<file path="src/pkg/tevf_pkg.sv">
/*
 * Constants of the timer event-flag and software-event block: register
 * offsets, field positions, reset values and the slave-mode code.
 * Assumes byte addressing on an Avalon-MM bus with 32-bit data.
 */
// Operation
// - Capture on input channel with flag already set sets its over-capture flag, bits 9-12.
// - Active break input level sets the break flag, bit 7.
// - Trigger event sets bit 6; pause mode counts both trigger edges.
// - Commutation event sets bit 5, held until software clears it.
// - Capture (input) or compare match (output) sets channel flag, bits 1-4.
// - Update event sets bit 0, held until software clears it.
// - Generation bits self-clear after the event; reads always show zero.
// - Break generation clears primary output enable and sets the break flag.
// - Trigger generation sets the trigger flag and its request.
// - Commutation generation transfers channel shadow controls per shadow select.
// - Channel generation sets channel flag; input mode captures the counter.
// - Generated capture sets over-capture when channel flag was already set.
// - Update generation clears counter counting up, reloads it counting down.
// - Update generation clears the prescaler together with the counter.
// - Flags raise interrupt or DMA only when their enable at 0x0C is set.
// - Pause slave mode 101 gates counter clock with the trigger level.

// ==========================================================
// Package
package tevf_pkg;
    localparam int         ADDR_W           = 8;
    localparam int         NUM_CHAN         = 4;
    localparam int         FLAG_W           = 13;
    localparam int         REQ_W            = 7;
    localparam int         EN_W             = 15;
    localparam int         CFG_W            = 11;

    // Register byte offsets
    localparam logic [7:0] OFF_IRQ_DMA_EN   = 8'h0c;
    localparam logic [7:0] OFF_EVENT_FLAGS  = 8'h10;
    localparam logic [7:0] OFF_SOFT_EVENT   = 8'h14;
    localparam logic [7:0] OFF_TIMER_CONFIG = 8'h20;
    localparam logic [7:0] OFF_TIMER_STATUS = 8'h24;

    // Flag and generation bit positions
    localparam int         BIT_UPDATE       = 0;
    localparam int         BIT_CHAN0        = 1;
    localparam int         BIT_COMMUT       = 5;
    localparam int         BIT_TRIGGER      = 6;
    localparam int         BIT_BREAK        = 7;
    localparam int         BIT_OVCAP0       = 9;
    localparam int         GEN_W            = 8;
    localparam int         DEN_LSB          = 8;
    localparam logic [12:0] FLAG_VALID      = 13'h1eff;

    // Timer configuration fields
    localparam int         CFG_SMS_LSB      = 0;
    localparam int         CFG_INPUT_LSB    = 4;
    localparam int         CFG_COUNT_DOWN   = 8;
    localparam int         CFG_SHADOW_SEL   = 9;
    localparam int         CFG_PRIMARY_OUTPUT_ENABLE         = 10;
    localparam int         STAT_BREAK       = 0;
    localparam int         STAT_TRIG        = 1;
    localparam logic [2:0] SMS_PAUSE        = 3'h5;

    // Reset values
    localparam logic [14:0] EN_RESET        = 15'h0000;
    localparam logic [10:0] CFG_RESET       = 11'h000;
    localparam logic [31:0] WORD_ZERO       = 32'h0000_0000;
endpackage : tevf_pkg

</file>
<file path="src/hdl/tevf_event_block.sv">
/*
 * Event flags, software event generation and interrupt/DMA requests of
 * a four-channel timer, with an Avalon-MM register slave.
 * Assumes counter, channel and shadow logic elsewhere in the timer act
 * on the one-cycle strobes driven here; break and trigger are pins.
 */
`timescale 1ns/1ps

// ==========================================================
// Top module
module tevf_event_block #(
    parameter logic BREAK_ACTIVE = 1'b1
) (
    input  wire logic                        mclk,
    input  wire logic                        reset_n,
    input  wire logic [tevf_pkg::ADDR_W-1:0] address,
    input  wire logic                        read,
    input  wire logic                        write,
    input  wire logic [3:0]                  byteenable,
    input  wire logic [31:0]                 writedata,
    output logic      [31:0]                 readdata,
    output logic                             waitrequest,
    input  wire logic                        update_event,
    input  wire logic [tevf_pkg::NUM_CHAN-1:0] chan_event,
    input  wire logic                        commutation_event,
    input  wire logic                        break_pin,
    input  wire logic                        trigger_pin,
    output logic                             irq,
    output logic      [tevf_pkg::REQ_W-1:0]  dma_req,
    output logic                             counter_clear,
    output logic                             counter_load,
    output logic                             prescaler_clear,
    output logic      [tevf_pkg::NUM_CHAN-1:0] capture_strobe,
    output logic                             shadow_transfer,
    output logic                             shadow_update_select,
    output logic                             primary_output_enable,
    output logic                             counter_clock_enable
);
    import tevf_pkg::*;

    logic [EN_W-1:0]     irq_dma_enables;
    logic [CFG_W-1:0]    timer_config;
    logic [FLAG_W-1:0]   event_flags;
    logic [FLAG_W-1:0]   flag_set;
    logic [FLAG_W-1:0]   flag_clr;
    logic [GEN_W-1:0]    sw_gen;
    logic                break_s1;
    logic                break_s2;
    logic                trig_s1;
    logic                trig_s2;
    logic                trig_q;
    logic                trig_edge;
    logic                break_active;
    logic                pause_mode;
    logic                accept;
    logic                wr_acc;
    logic [NUM_CHAN-1:0] chan_input;
    logic                count_down;
    logic [31:0]         next_readdata;

    assign pause_mode = timer_config[CFG_SMS_LSB +: 3] == SMS_PAUSE;
    assign chan_input = timer_config[CFG_INPUT_LSB +: NUM_CHAN];
    assign count_down = timer_config[CFG_COUNT_DOWN];
    assign accept     = (read || write) && !waitrequest;
    assign wr_acc     = write && !waitrequest;

    // ==========================================================
    // Pin synchronisers
    // Break and trigger come from pins; the second stage is used, and trig_q, a third stage, for trigger edges
    always_ff @(posedge mclk) begin
        if (!reset_n) begin
            break_s1 <= 1'b0;
            break_s2 <= 1'b0;
            trig_s1  <= 1'b0;
            trig_s2  <= 1'b0;
            trig_q   <= 1'b0;
        end else begin
            break_s1 <= break_pin;
            break_s2 <= break_s1;
            trig_s1  <= trigger_pin;
            trig_s2  <= trig_s1;
            trig_q   <= trig_s2;
        end
    end

    assign break_active = break_s2 == BREAK_ACTIVE;
    // Pause mode reacts to both edges, other modes to the rising edge
    assign trig_edge = pause_mode ? (trig_s2 ^ trig_q) : (trig_s2 && !trig_q);

    // ==========================================================
    // Bus slave
    // One wait state: the read word is staged while waitrequest is high
    always_ff @(posedge mclk) begin
        if (!reset_n) begin
            waitrequest <= 1'b1;
        end else if ((read || write) && waitrequest) begin
            waitrequest <= 1'b0;
        end else begin
            waitrequest <= 1'b1;
        end
    end

    // Read mux; unmapped offsets and the generation register read zero
    always_comb begin
        next_readdata = WORD_ZERO;
        case (address)
            OFF_IRQ_DMA_EN:   next_readdata[EN_W-1:0] = irq_dma_enables;
            OFF_EVENT_FLAGS:  next_readdata[FLAG_W-1:0] = event_flags;
            OFF_SOFT_EVENT:   next_readdata = WORD_ZERO;
            OFF_TIMER_CONFIG: begin
                next_readdata[CFG_W-1:0] = timer_config;
                next_readdata[CFG_PRIMARY_OUTPUT_ENABLE]  = primary_output_enable;
            end
            OFF_TIMER_STATUS: begin
                next_readdata[STAT_BREAK] = break_active;
                next_readdata[STAT_TRIG]  = trig_s2;
            end
            default:          next_readdata = WORD_ZERO;
        endcase
    end

    always_ff @(posedge mclk) begin
        if (!reset_n) begin
            readdata <= WORD_ZERO;
        end else if (read && waitrequest) begin
            readdata <= next_readdata;
        end
    end

    // Enable and configuration registers, byte lanes honoured
    always_ff @(posedge mclk) begin
        if (!reset_n) begin
            irq_dma_enables <= EN_RESET;
            timer_config    <= CFG_RESET;
        end else if (wr_acc) begin
            if (address == OFF_IRQ_DMA_EN) begin
                if (byteenable[0]) irq_dma_enables[7:0] <= writedata[7:0];
                if (byteenable[1]) irq_dma_enables[14:8] <= writedata[14:8];
            end
            if (address == OFF_TIMER_CONFIG) begin
                if (byteenable[0]) timer_config[7:0] <= writedata[7:0];
                if (byteenable[1]) timer_config[10:8] <= writedata[10:8];
            end
        end
    end

    // Primary output enable: software sets it, break clears it.
    // Break wins so a write racing a fault cannot re-arm the outputs.
    always_ff @(posedge mclk) begin
        if (!reset_n) begin
            primary_output_enable <= 1'b0;
        end else if (sw_gen[BIT_BREAK] || break_active) begin
            primary_output_enable <= 1'b0;
        end else if (wr_acc && address == OFF_TIMER_CONFIG && byteenable[1]) begin
            primary_output_enable <= writedata[CFG_PRIMARY_OUTPUT_ENABLE];
        end
    end

    // Generation bits live one cycle only, then return to zero
    always_ff @(posedge mclk) begin
        if (!reset_n) begin
            sw_gen <= '0;
        end else if (wr_acc && address == OFF_SOFT_EVENT && byteenable[0]) begin
            sw_gen <= writedata[GEN_W-1:0];
        end else begin
            sw_gen <= '0;
        end
    end

    // ==========================================================
    // Event flags
    // A written zero clears; a written one is ignored
    always_comb begin
        flag_clr = '0;
        if (wr_acc && address == OFF_EVENT_FLAGS) begin
            if (byteenable[0]) flag_clr[7:0] = ~writedata[7:0];
            if (byteenable[1]) flag_clr[12:8] = ~writedata[12:8];
        end
        flag_clr = flag_clr & FLAG_VALID;
    end

    // Set sources merge hardware events and software generation
    always_comb begin
        flag_set = '0;
        flag_set[BIT_UPDATE]  = update_event || sw_gen[BIT_UPDATE];
        flag_set[BIT_COMMUT]  = commutation_event || sw_gen[BIT_COMMUT];
        flag_set[BIT_TRIGGER] = trig_edge || sw_gen[BIT_TRIGGER];
        // Break level keeps setting the flag, so a clear only holds once inactive
        flag_set[BIT_BREAK]   = break_active || sw_gen[BIT_BREAK];
        for (int i = 0; i < NUM_CHAN; i++) begin
            flag_set[BIT_CHAN0+i] = chan_event[i] || sw_gen[BIT_CHAN0+i];
            // Over-capture looks at the flag before this capture lands
            flag_set[BIT_OVCAP0+i] = chan_input[i] && flag_set[BIT_CHAN0+i]
                                     && event_flags[BIT_CHAN0+i];
        end
    end

    // One cell per implemented flag; the reserved bit stays zero
    for (genvar g = 0; g < FLAG_W; g++) begin : g_flag
        if (FLAG_VALID[g]) begin : g_cell
            tevf_flag_cell u_cell (
                .mclk    (mclk),
                .reset_n (reset_n),
                .set     (flag_set[g]),
                .clear   (flag_clr[g]),
                .q       (event_flags[g])
            );
        end else begin : g_rsvd
            assign event_flags[g] = 1'b0;
        end
    end

    // ==========================================================
    // Requests and timer strobes
    // Interrupt is level while any enabled flag is set
    always_ff @(posedge mclk) begin
        if (!reset_n) begin
            irq     <= 1'b0;
            dma_req <= '0;
        end else begin
            irq     <= |(event_flags[7:0] & irq_dma_enables[7:0]);
            dma_req <= flag_set[REQ_W-1:0] & irq_dma_enables[DEN_LSB +: REQ_W];
        end
    end

    // Update generation: clear or reload counter, prescaler cleared alongside
    always_ff @(posedge mclk) begin
        if (!reset_n) begin
            counter_clear   <= 1'b0;
            counter_load    <= 1'b0;
            prescaler_clear <= 1'b0;
        end else begin
            counter_clear   <= sw_gen[BIT_UPDATE] && !count_down;
            counter_load    <= sw_gen[BIT_UPDATE] && count_down;
            prescaler_clear <= sw_gen[BIT_UPDATE];
        end
    end

    // Capture and shadow strobes for the channel logic
    always_ff @(posedge mclk) begin
        if (!reset_n) begin
            capture_strobe       <= '0;
            shadow_transfer      <= 1'b0;
            shadow_update_select <= 1'b0;
        end else begin
            capture_strobe       <= sw_gen[BIT_CHAN0 +: NUM_CHAN] & chan_input;
            shadow_transfer      <= sw_gen[BIT_COMMUT];
            shadow_update_select <= timer_config[CFG_SHADOW_SEL];
        end
    end

    // Counter clock gate; only pause mode looks at the trigger level
    always_ff @(posedge mclk) begin
        if (!reset_n) begin
            counter_clock_enable <= 1'b1;
        end else begin
            counter_clock_enable <= pause_mode ? trig_s2 : 1'b1;
        end
    end
endmodule : tevf_event_block

</file>
<file path="src/hdl/tevf_flag_cell.sv">
/*
 * One sticky event flag: set by an event, cleared by software.
 * Assumes set and clear come from logic on mclk.
 */
`timescale 1ns/1ps

// ==========================================================
// Flag cell
module tevf_flag_cell (
    input  wire logic mclk,
    input  wire logic reset_n,
    input  wire logic set,
    input  wire logic clear,
    output logic      q
);
    // Set is tested first so a coinciding event is never lost
    always_ff @(posedge mclk) begin
        if (!reset_n) begin
            q <= 1'b0;
        end else if (set) begin
            q <= 1'b1;
        end else if (clear) begin
            q <= 1'b0;
        end
    end
endmodule : tevf_flag_cell

</file>
<file path="config.mk">
export PLATFORM = sky130hd
export DESIGN_NAME = tevf_event_block
export DESIGN_NICKNAME = d
export VERILOG_FILES = /design/src/pkg/tevf_pkg.sv /design/src/hdl/tevf_event_block.sv /design/src/hdl/tevf_flag_cell.sv
export SDC_FILE = /design/constraint.sdc
export NUM_CORES = 1
export LEC_CHECK = 0
export ABC_CLOCK_PERIOD_IN_PS = 1700
export BUFFER_PORTS_ARGS = -buffer_cell sky130_fd_sc_hd__buf_2
export CELL_PAD_IN_SITES_DETAIL_PLACEMENT = 0
export CELL_PAD_IN_SITES_GLOBAL_PLACEMENT = 2
export CORE_ASPECT_RATIO = 1.5
export CORE_UTILIZATION = 30
export CTS_CLUSTER_SIZE = 25
export DETAILED_ROUTE_END_ITERATION = 7
export GPL_TIMING_DRIVEN = 0
export PLACE_DENSITY_LB_ADDON = 0.1
export RECOVER_POWER = 25
export SYNTH_ARGS = -nofsm -noshare
export SYNTH_HDL_FRONTEND = slang
export SYNTH_SLANG_ARGS = --single-unit
export TNS_END_PERCENT = 5
</file>
<file path="constraint.sdc">
create_clock -name mclk -period 1.7 [get_ports mclk]
set_input_delay 0.17 -clock mclk [delete_from_list [all_inputs] [get_ports mclk]]
set_output_delay 0.17 -clock mclk [all_outputs]
set_load 0.05 [all_outputs]
</file>
== After elaboration in Yosys (flattened, before gate mapping) ==
Index checks and enable logic that the tools add are counted.
Word-level totals
  bits in registers: 85
  input port bits: 56
  word-level logic and storage cells: 131
Cells by class
  equality and inequality tests: 6
  muxes and demuxes: 33
  bitwise logic cells: 7
  reductions and logical operators: 51
Operators with widths (count)
  9-bit one-hot mux with 3 select lines: 1
  1-bit two-way mux: 26
  2-bit nonzero test: 12
  1-bit logical AND: 19
  8-bit by 5-bit equality test with 1-bit output, second input constant: 2
  8-bit by 6-bit equality test with 1-bit output, second input constant: 2
  13-bit two-way mux: 1
  3-bit AND reduction: 4
  1-bit logical OR: 9
  8-bit bitwise AND: 1
  8-bit by 4-bit equality test with 1-bit output, second input constant: 1
  8-bit two-way mux: 1
  8-bit NOT: 1
  2-bit one-hot mux with 4 select lines: 1
  8-bit OR reduction: 1
  7-bit bitwise AND: 1
  5-bit two-way mux: 1
  5-bit NOT: 1
  4-bit bitwise AND: 1
  2-bit one-hot mux with 2 select lines: 1
  2-bit AND reduction: 2
  3-bit equality test, second input constant: 1
  1-bit zero test: 3
  2-bit two-way mux: 1
  3 further kinds: 3

== Logic depth before layout (Yosys ltp) ==
  word-level depth: 6
  mapped depth: 6

== By module ==
A second synthesis with hierarchy kept.
Unflattened totals
  cell total of the unflattened synthesis: 350
  area total of the unflattened synthesis: 3554.7 um2
Modules (own cells, without submodules)
  tevf_event_block: instances 1, cells each 314, area each 3059.2 um2, sequential area each 1461.4 um2
  tevf_flag_cell: instances 12, cells each 3, area each 41.3 um2, sequential area each 20.0 um2

== Worst setup path after synthesis ==
OpenSTA, ideal clock, no wires.
  kind: flip-flop to flip-flop
  start point: register waitrequest
  end point: register g_flag[0].g_cell.u_cell.q
  library setup time: 0.132 ns
  arrival: 1.558 ns
  data required time: 1.568 ns
  slack: 0.009 ns
  stages on the path, launching flop included: 7
  buffers on the path: 2
  path through: dfxtp_1 and3b_1 clkbuf_1 buf_1 nand3_2 o21ai_0 a21oi_1
On the way
  word-level cells in the longest chain between the ends: 5
RTL lines
  start: declaration: RTL line tevf_event_block.sv:22  | output logic waitrequest,
  start signal: assignment: RTL line tevf_event_block.sv:95  | waitrequest <= 1'b1;
  start signal: assignment: RTL line tevf_event_block.sv:97  | waitrequest <= 1'b0;
  start signal: assignment: RTL line tevf_event_block.sv:99  | waitrequest <= 1'b1;
  1-bit zero test: RTL line tevf_event_block.sv:65  | assign wr_acc = write && !waitrequest;
  1-bit logical AND: RTL line tevf_event_block.sv:65
  1-bit logical AND: RTL line tevf_event_block.sv:175  | if (wr_acc && address == OFF_EVENT_FLAGS) begin
  13-bit two-way mux: RTL line tevf_event_block.sv:175
  2-bit nonzero test (no source line)
  end signal: assignment: RTL line tevf_flag_cell.sv:19  | q <= 1'b0;
  end signal: assignment: RTL line tevf_flag_cell.sv:21  | q <= 1'b1;
  end signal: assignment: RTL line tevf_flag_cell.sv:23  | q <= 1'b0;
  end: declaration: RTL line tevf_flag_cell.sv:14  | output logic q
Every way passes these cells.
A chain may end at the register's enable or synchronous reset.

== Worst setup path after layout ==
Ends and elaborated chain as after synthesis.

==> results.md <==
* Status: finished clean
* Register area share after synthesis at roughly half
* Final Cell Area at ~4400 µm²
* Clk_lat worst skew at 340 ps
* Max Cap Viol at 0
* TritonCTS sink count at 85
* Die Span X at 89.3 µm
* Number of buffers created by CTS at 9
* Initial drt markers at approximately 120
* Vias in the first global route at 2932
* Hold Crit Class: primary input to flop
* Clock Skews at 8.69 ps
* Die Y-Extent at 133 µm
* Commonest cells after routing, fill and taps aside: dfxtp_1, buf_2, a21oi_1
* DP Worst Slack at -217 ps
* Fmax at approximately 650 MHz
* Clock-pin slew on the worst setup and hold paths at 60 ps
* Most common cell after layout, fill and taps aside: dfxtp_1
* Leakage power figure at 1.92 nW
* Post-synth top area cell: dfxtp_1
* RSZ-0062 raised after global routing: no
* Register bit total from synthesis at 85
* Global route total overflow at 0
* Final setup vio count at 0
* IO Pins at 108
* Cell variety after synth at 45
* CP endpoint kind: flop
* Avg Vias per Cell at ~4.8
* Share of cells above drive strength 1 at 26.8%
* Clock tree buffer depth at 2
* Tcrit/Tclk final at 90.7%
* PortBufs at 71
* Startpoint Class: flop
* H-tree levels at 3
* Synth top area cells: dfxtp_1, a21oi_1, buf_4, nand3_1, nand2_1
* Critical path class: flop to flop
* Post-Syn Area at 3430 µm²
* Pin count of the biggest net entering global routing at 15
* Post-synthesis cell count at between 300 and 400
* GRT Total Usage at about a fifth
* CTS root buf: clkbuf_16
* Overall routed net length at 10500 µm
* Critical path arrival at 1740 ps
* Setup bufs post-CTS at 0
* DRC at 0
* Final hold vios at 0
* P&R area growth vs syn at 27.1%
* First-pass GRT wire length at 16400 µm
* Core area at 11100 µm²
* Worst slew pin tran at 635 ps
* Final ANT Viol Nets at 0
* Placer Congestion at 0.799
* Initial antenna violation count at 0
* DR pass1 iterations at 5
* Crit-path max FO at 10
* Worst VDD drop at ~500 µV
* Setup WS post-layout at 159 ps
* CTS tree: done
* Row Count at 47
* Initial Util at 31.0%
* Syn Area/Cell at 9.45 µm²
* Placed Area at ~4000 µm²
* Diodes inserted at 0
* Wire per inst at 17.1 µm
* Slew margin rel. at 57.5%
* Number of synthesis warnings at 0
* Power density over the cells at 1040 nW/µm²
* Worst path required time at between 1500 and 2000 ps
* Post-layout nets at around 520
* Total number of vias at 2918
* Detail Placement HPWL at a little under 8000 µm
* Total die area at 11900 µm²
* Max-slew violations at 0
* Yosys top cell area share at approximately half
* Final min period at 1540 ps
[timing repair]
item                                    in CTS  in global routing
cloned                                       0                  0
resized for setup                            5                  3
endpoints found under the hold margin        0                  0
endpoints found under the setup margin      25                 11
hold buffers                                 0                  0
[cell type report]
type / instances / area [µm²]
Inverter: 2 / 7.51
Tap cell: 147 / 184
Fill cell: 1198 / 6700
Timing Repair Buffer: 71 / 345
Clock inverter: 6 / 86.3
Multi-Input combinational cell: 257 / 1560
Sequential cell: 85 / 1700
Buffer: 35 / 238
Clock buffer: 10 / 239
[path summary, 6_finish.rpt]
| path | startpoint | end | slack, ps | depth (start not counted) |
|---|---|---|---|---|
| worst min-delay path | trigger_pin | trig_s1$_SDFF_PN0_ | 30 | 2 |
| worst min register to register | sw_gen[7]$_SDFF_PN0_ | primary_output_enable$_SDFFE_PP0P_ | 430 | 1 |
| worst max-delay path | waitrequest$_SDFF_PN1_ | g_flag[0].g_cell.u_cell.q$_SDFFE_PN0P_ | 160 | 6 |
| worst max register to register | waitrequest$_SDFF_PN1_ | g_flag[0].g_cell.u_cell.q$_SDFFE_PN0P_ | 160 | 6 |
[worst max-delay path: stages, from the launching register on]
cell,delay (ps)
dfxtp_1,350
and3b_1,220
clkbuf_2,160
buf_4,200
nand3_2,170
o21ai_0,200
a21oi_1,80
[metal layers]
| metal | vias up | global-route usage, % | part of all wire [%] |
|---|---|---|---|
| met3 | 12 | 3.74 | 4.7 |
| met2 | 102 | 31.6 | 50 |
| met1 | 1345 | 23.9 | 42 |
| met4 | 0 | 8.02 | 2.7 |
| li1 | 1459 | - | - |
| met5 | - | 0 | 0 |
[flip-flops by register name (all words and copies together), names as in the netlist, 4 cells and up]
signal,cells
readdata,15
sw_gen,8
capture_strobe,4
g_flag.g_cell.u_cell.q,12
irq_dma_enables,15
dma_req,7
timer_config,10
[cells by family (layout without fill, tap and decap cells)]
logic type	Yosys count	count (layout)	share of synthesized area, %
compound gates	93	93	17.2
simple gates	134	134	22.3
xor+xnor	1	1	0.255
buf+inv	37	124	6.89
fa+ha+maj	1	1	0.365
flops	85	85	49.6
mux	11	11	3.21
other cells	1	17	0.109
[per-stage QoR]
| step | instances | setup TNS (ps) | power, W | utilization (%) | hold WS [ps] |
|---|---|---|---|---|---|
| 3_3_place_gp | 597 | -4490 | 0.00243 | 36.4 | 385 |
| 5_1_grt | 613 | 0 | 0.00468 | 39.4 | 51.0 |
| 3_5_place_dp | 597 | -4310 | 0.00243 | 36.4 | 384 |
| 6_report | 613 | 0 | 0.00451 | 39.4 | 35.0 |
| 4_1_cts | 613 | 0 | 0.00457 | 39.5 | 25.4 |
| 2_1_floorplan | 379 | 0 | 0.00230 | - | 286 |
[synth_stat cells (all sizes together)]
| cell | number |
|---|---|
| a22o | 10 |
| a211oi | 1 |
| nor2 | 26 |
| nor2b | 3 |
| inv | 1 |
| ha | 1 |
| and4bb | 1 |
| o21ba | 1 |
| and3b | 2 |
| nand3b | 2 |
| clkinv | 1 |
| nor4b | 4 |
| o211a | 2 |
| and3 | 14 |
| nand2 | 30 |
| xnor2 | 1 |
| a31oi | 1 |
| a21oi | 31 |
| nand4b | 1 |
| nand3 | 26 |
| o211ai | 1 |
| conb | 1 |
| o21bai | 1 |
| a2bb2oi | 2 |
| a32oi | 3 |
| and2 | 18 |
| o21ai | 25 |
| buf | 25 |
| a41oi | 1 |
| clkbuf | 10 |
| or2 | 4 |
| dfxtp | 85 |
| mux2i | 11 |
| a22oi | 14 |
| or3 | 1 |
| nor4 | 2 |
[power breakdown]
group	total (W)	internal [W]	switching, W
clock network	0.00212	0.00132	0.000800
logic	0.000351	0.000108	0.000243
registers	0.00204	0.00201	0.0000228
total	0.00451	0.00345	0.00107
Note: power is estimated with default switching activity, not from simulation.
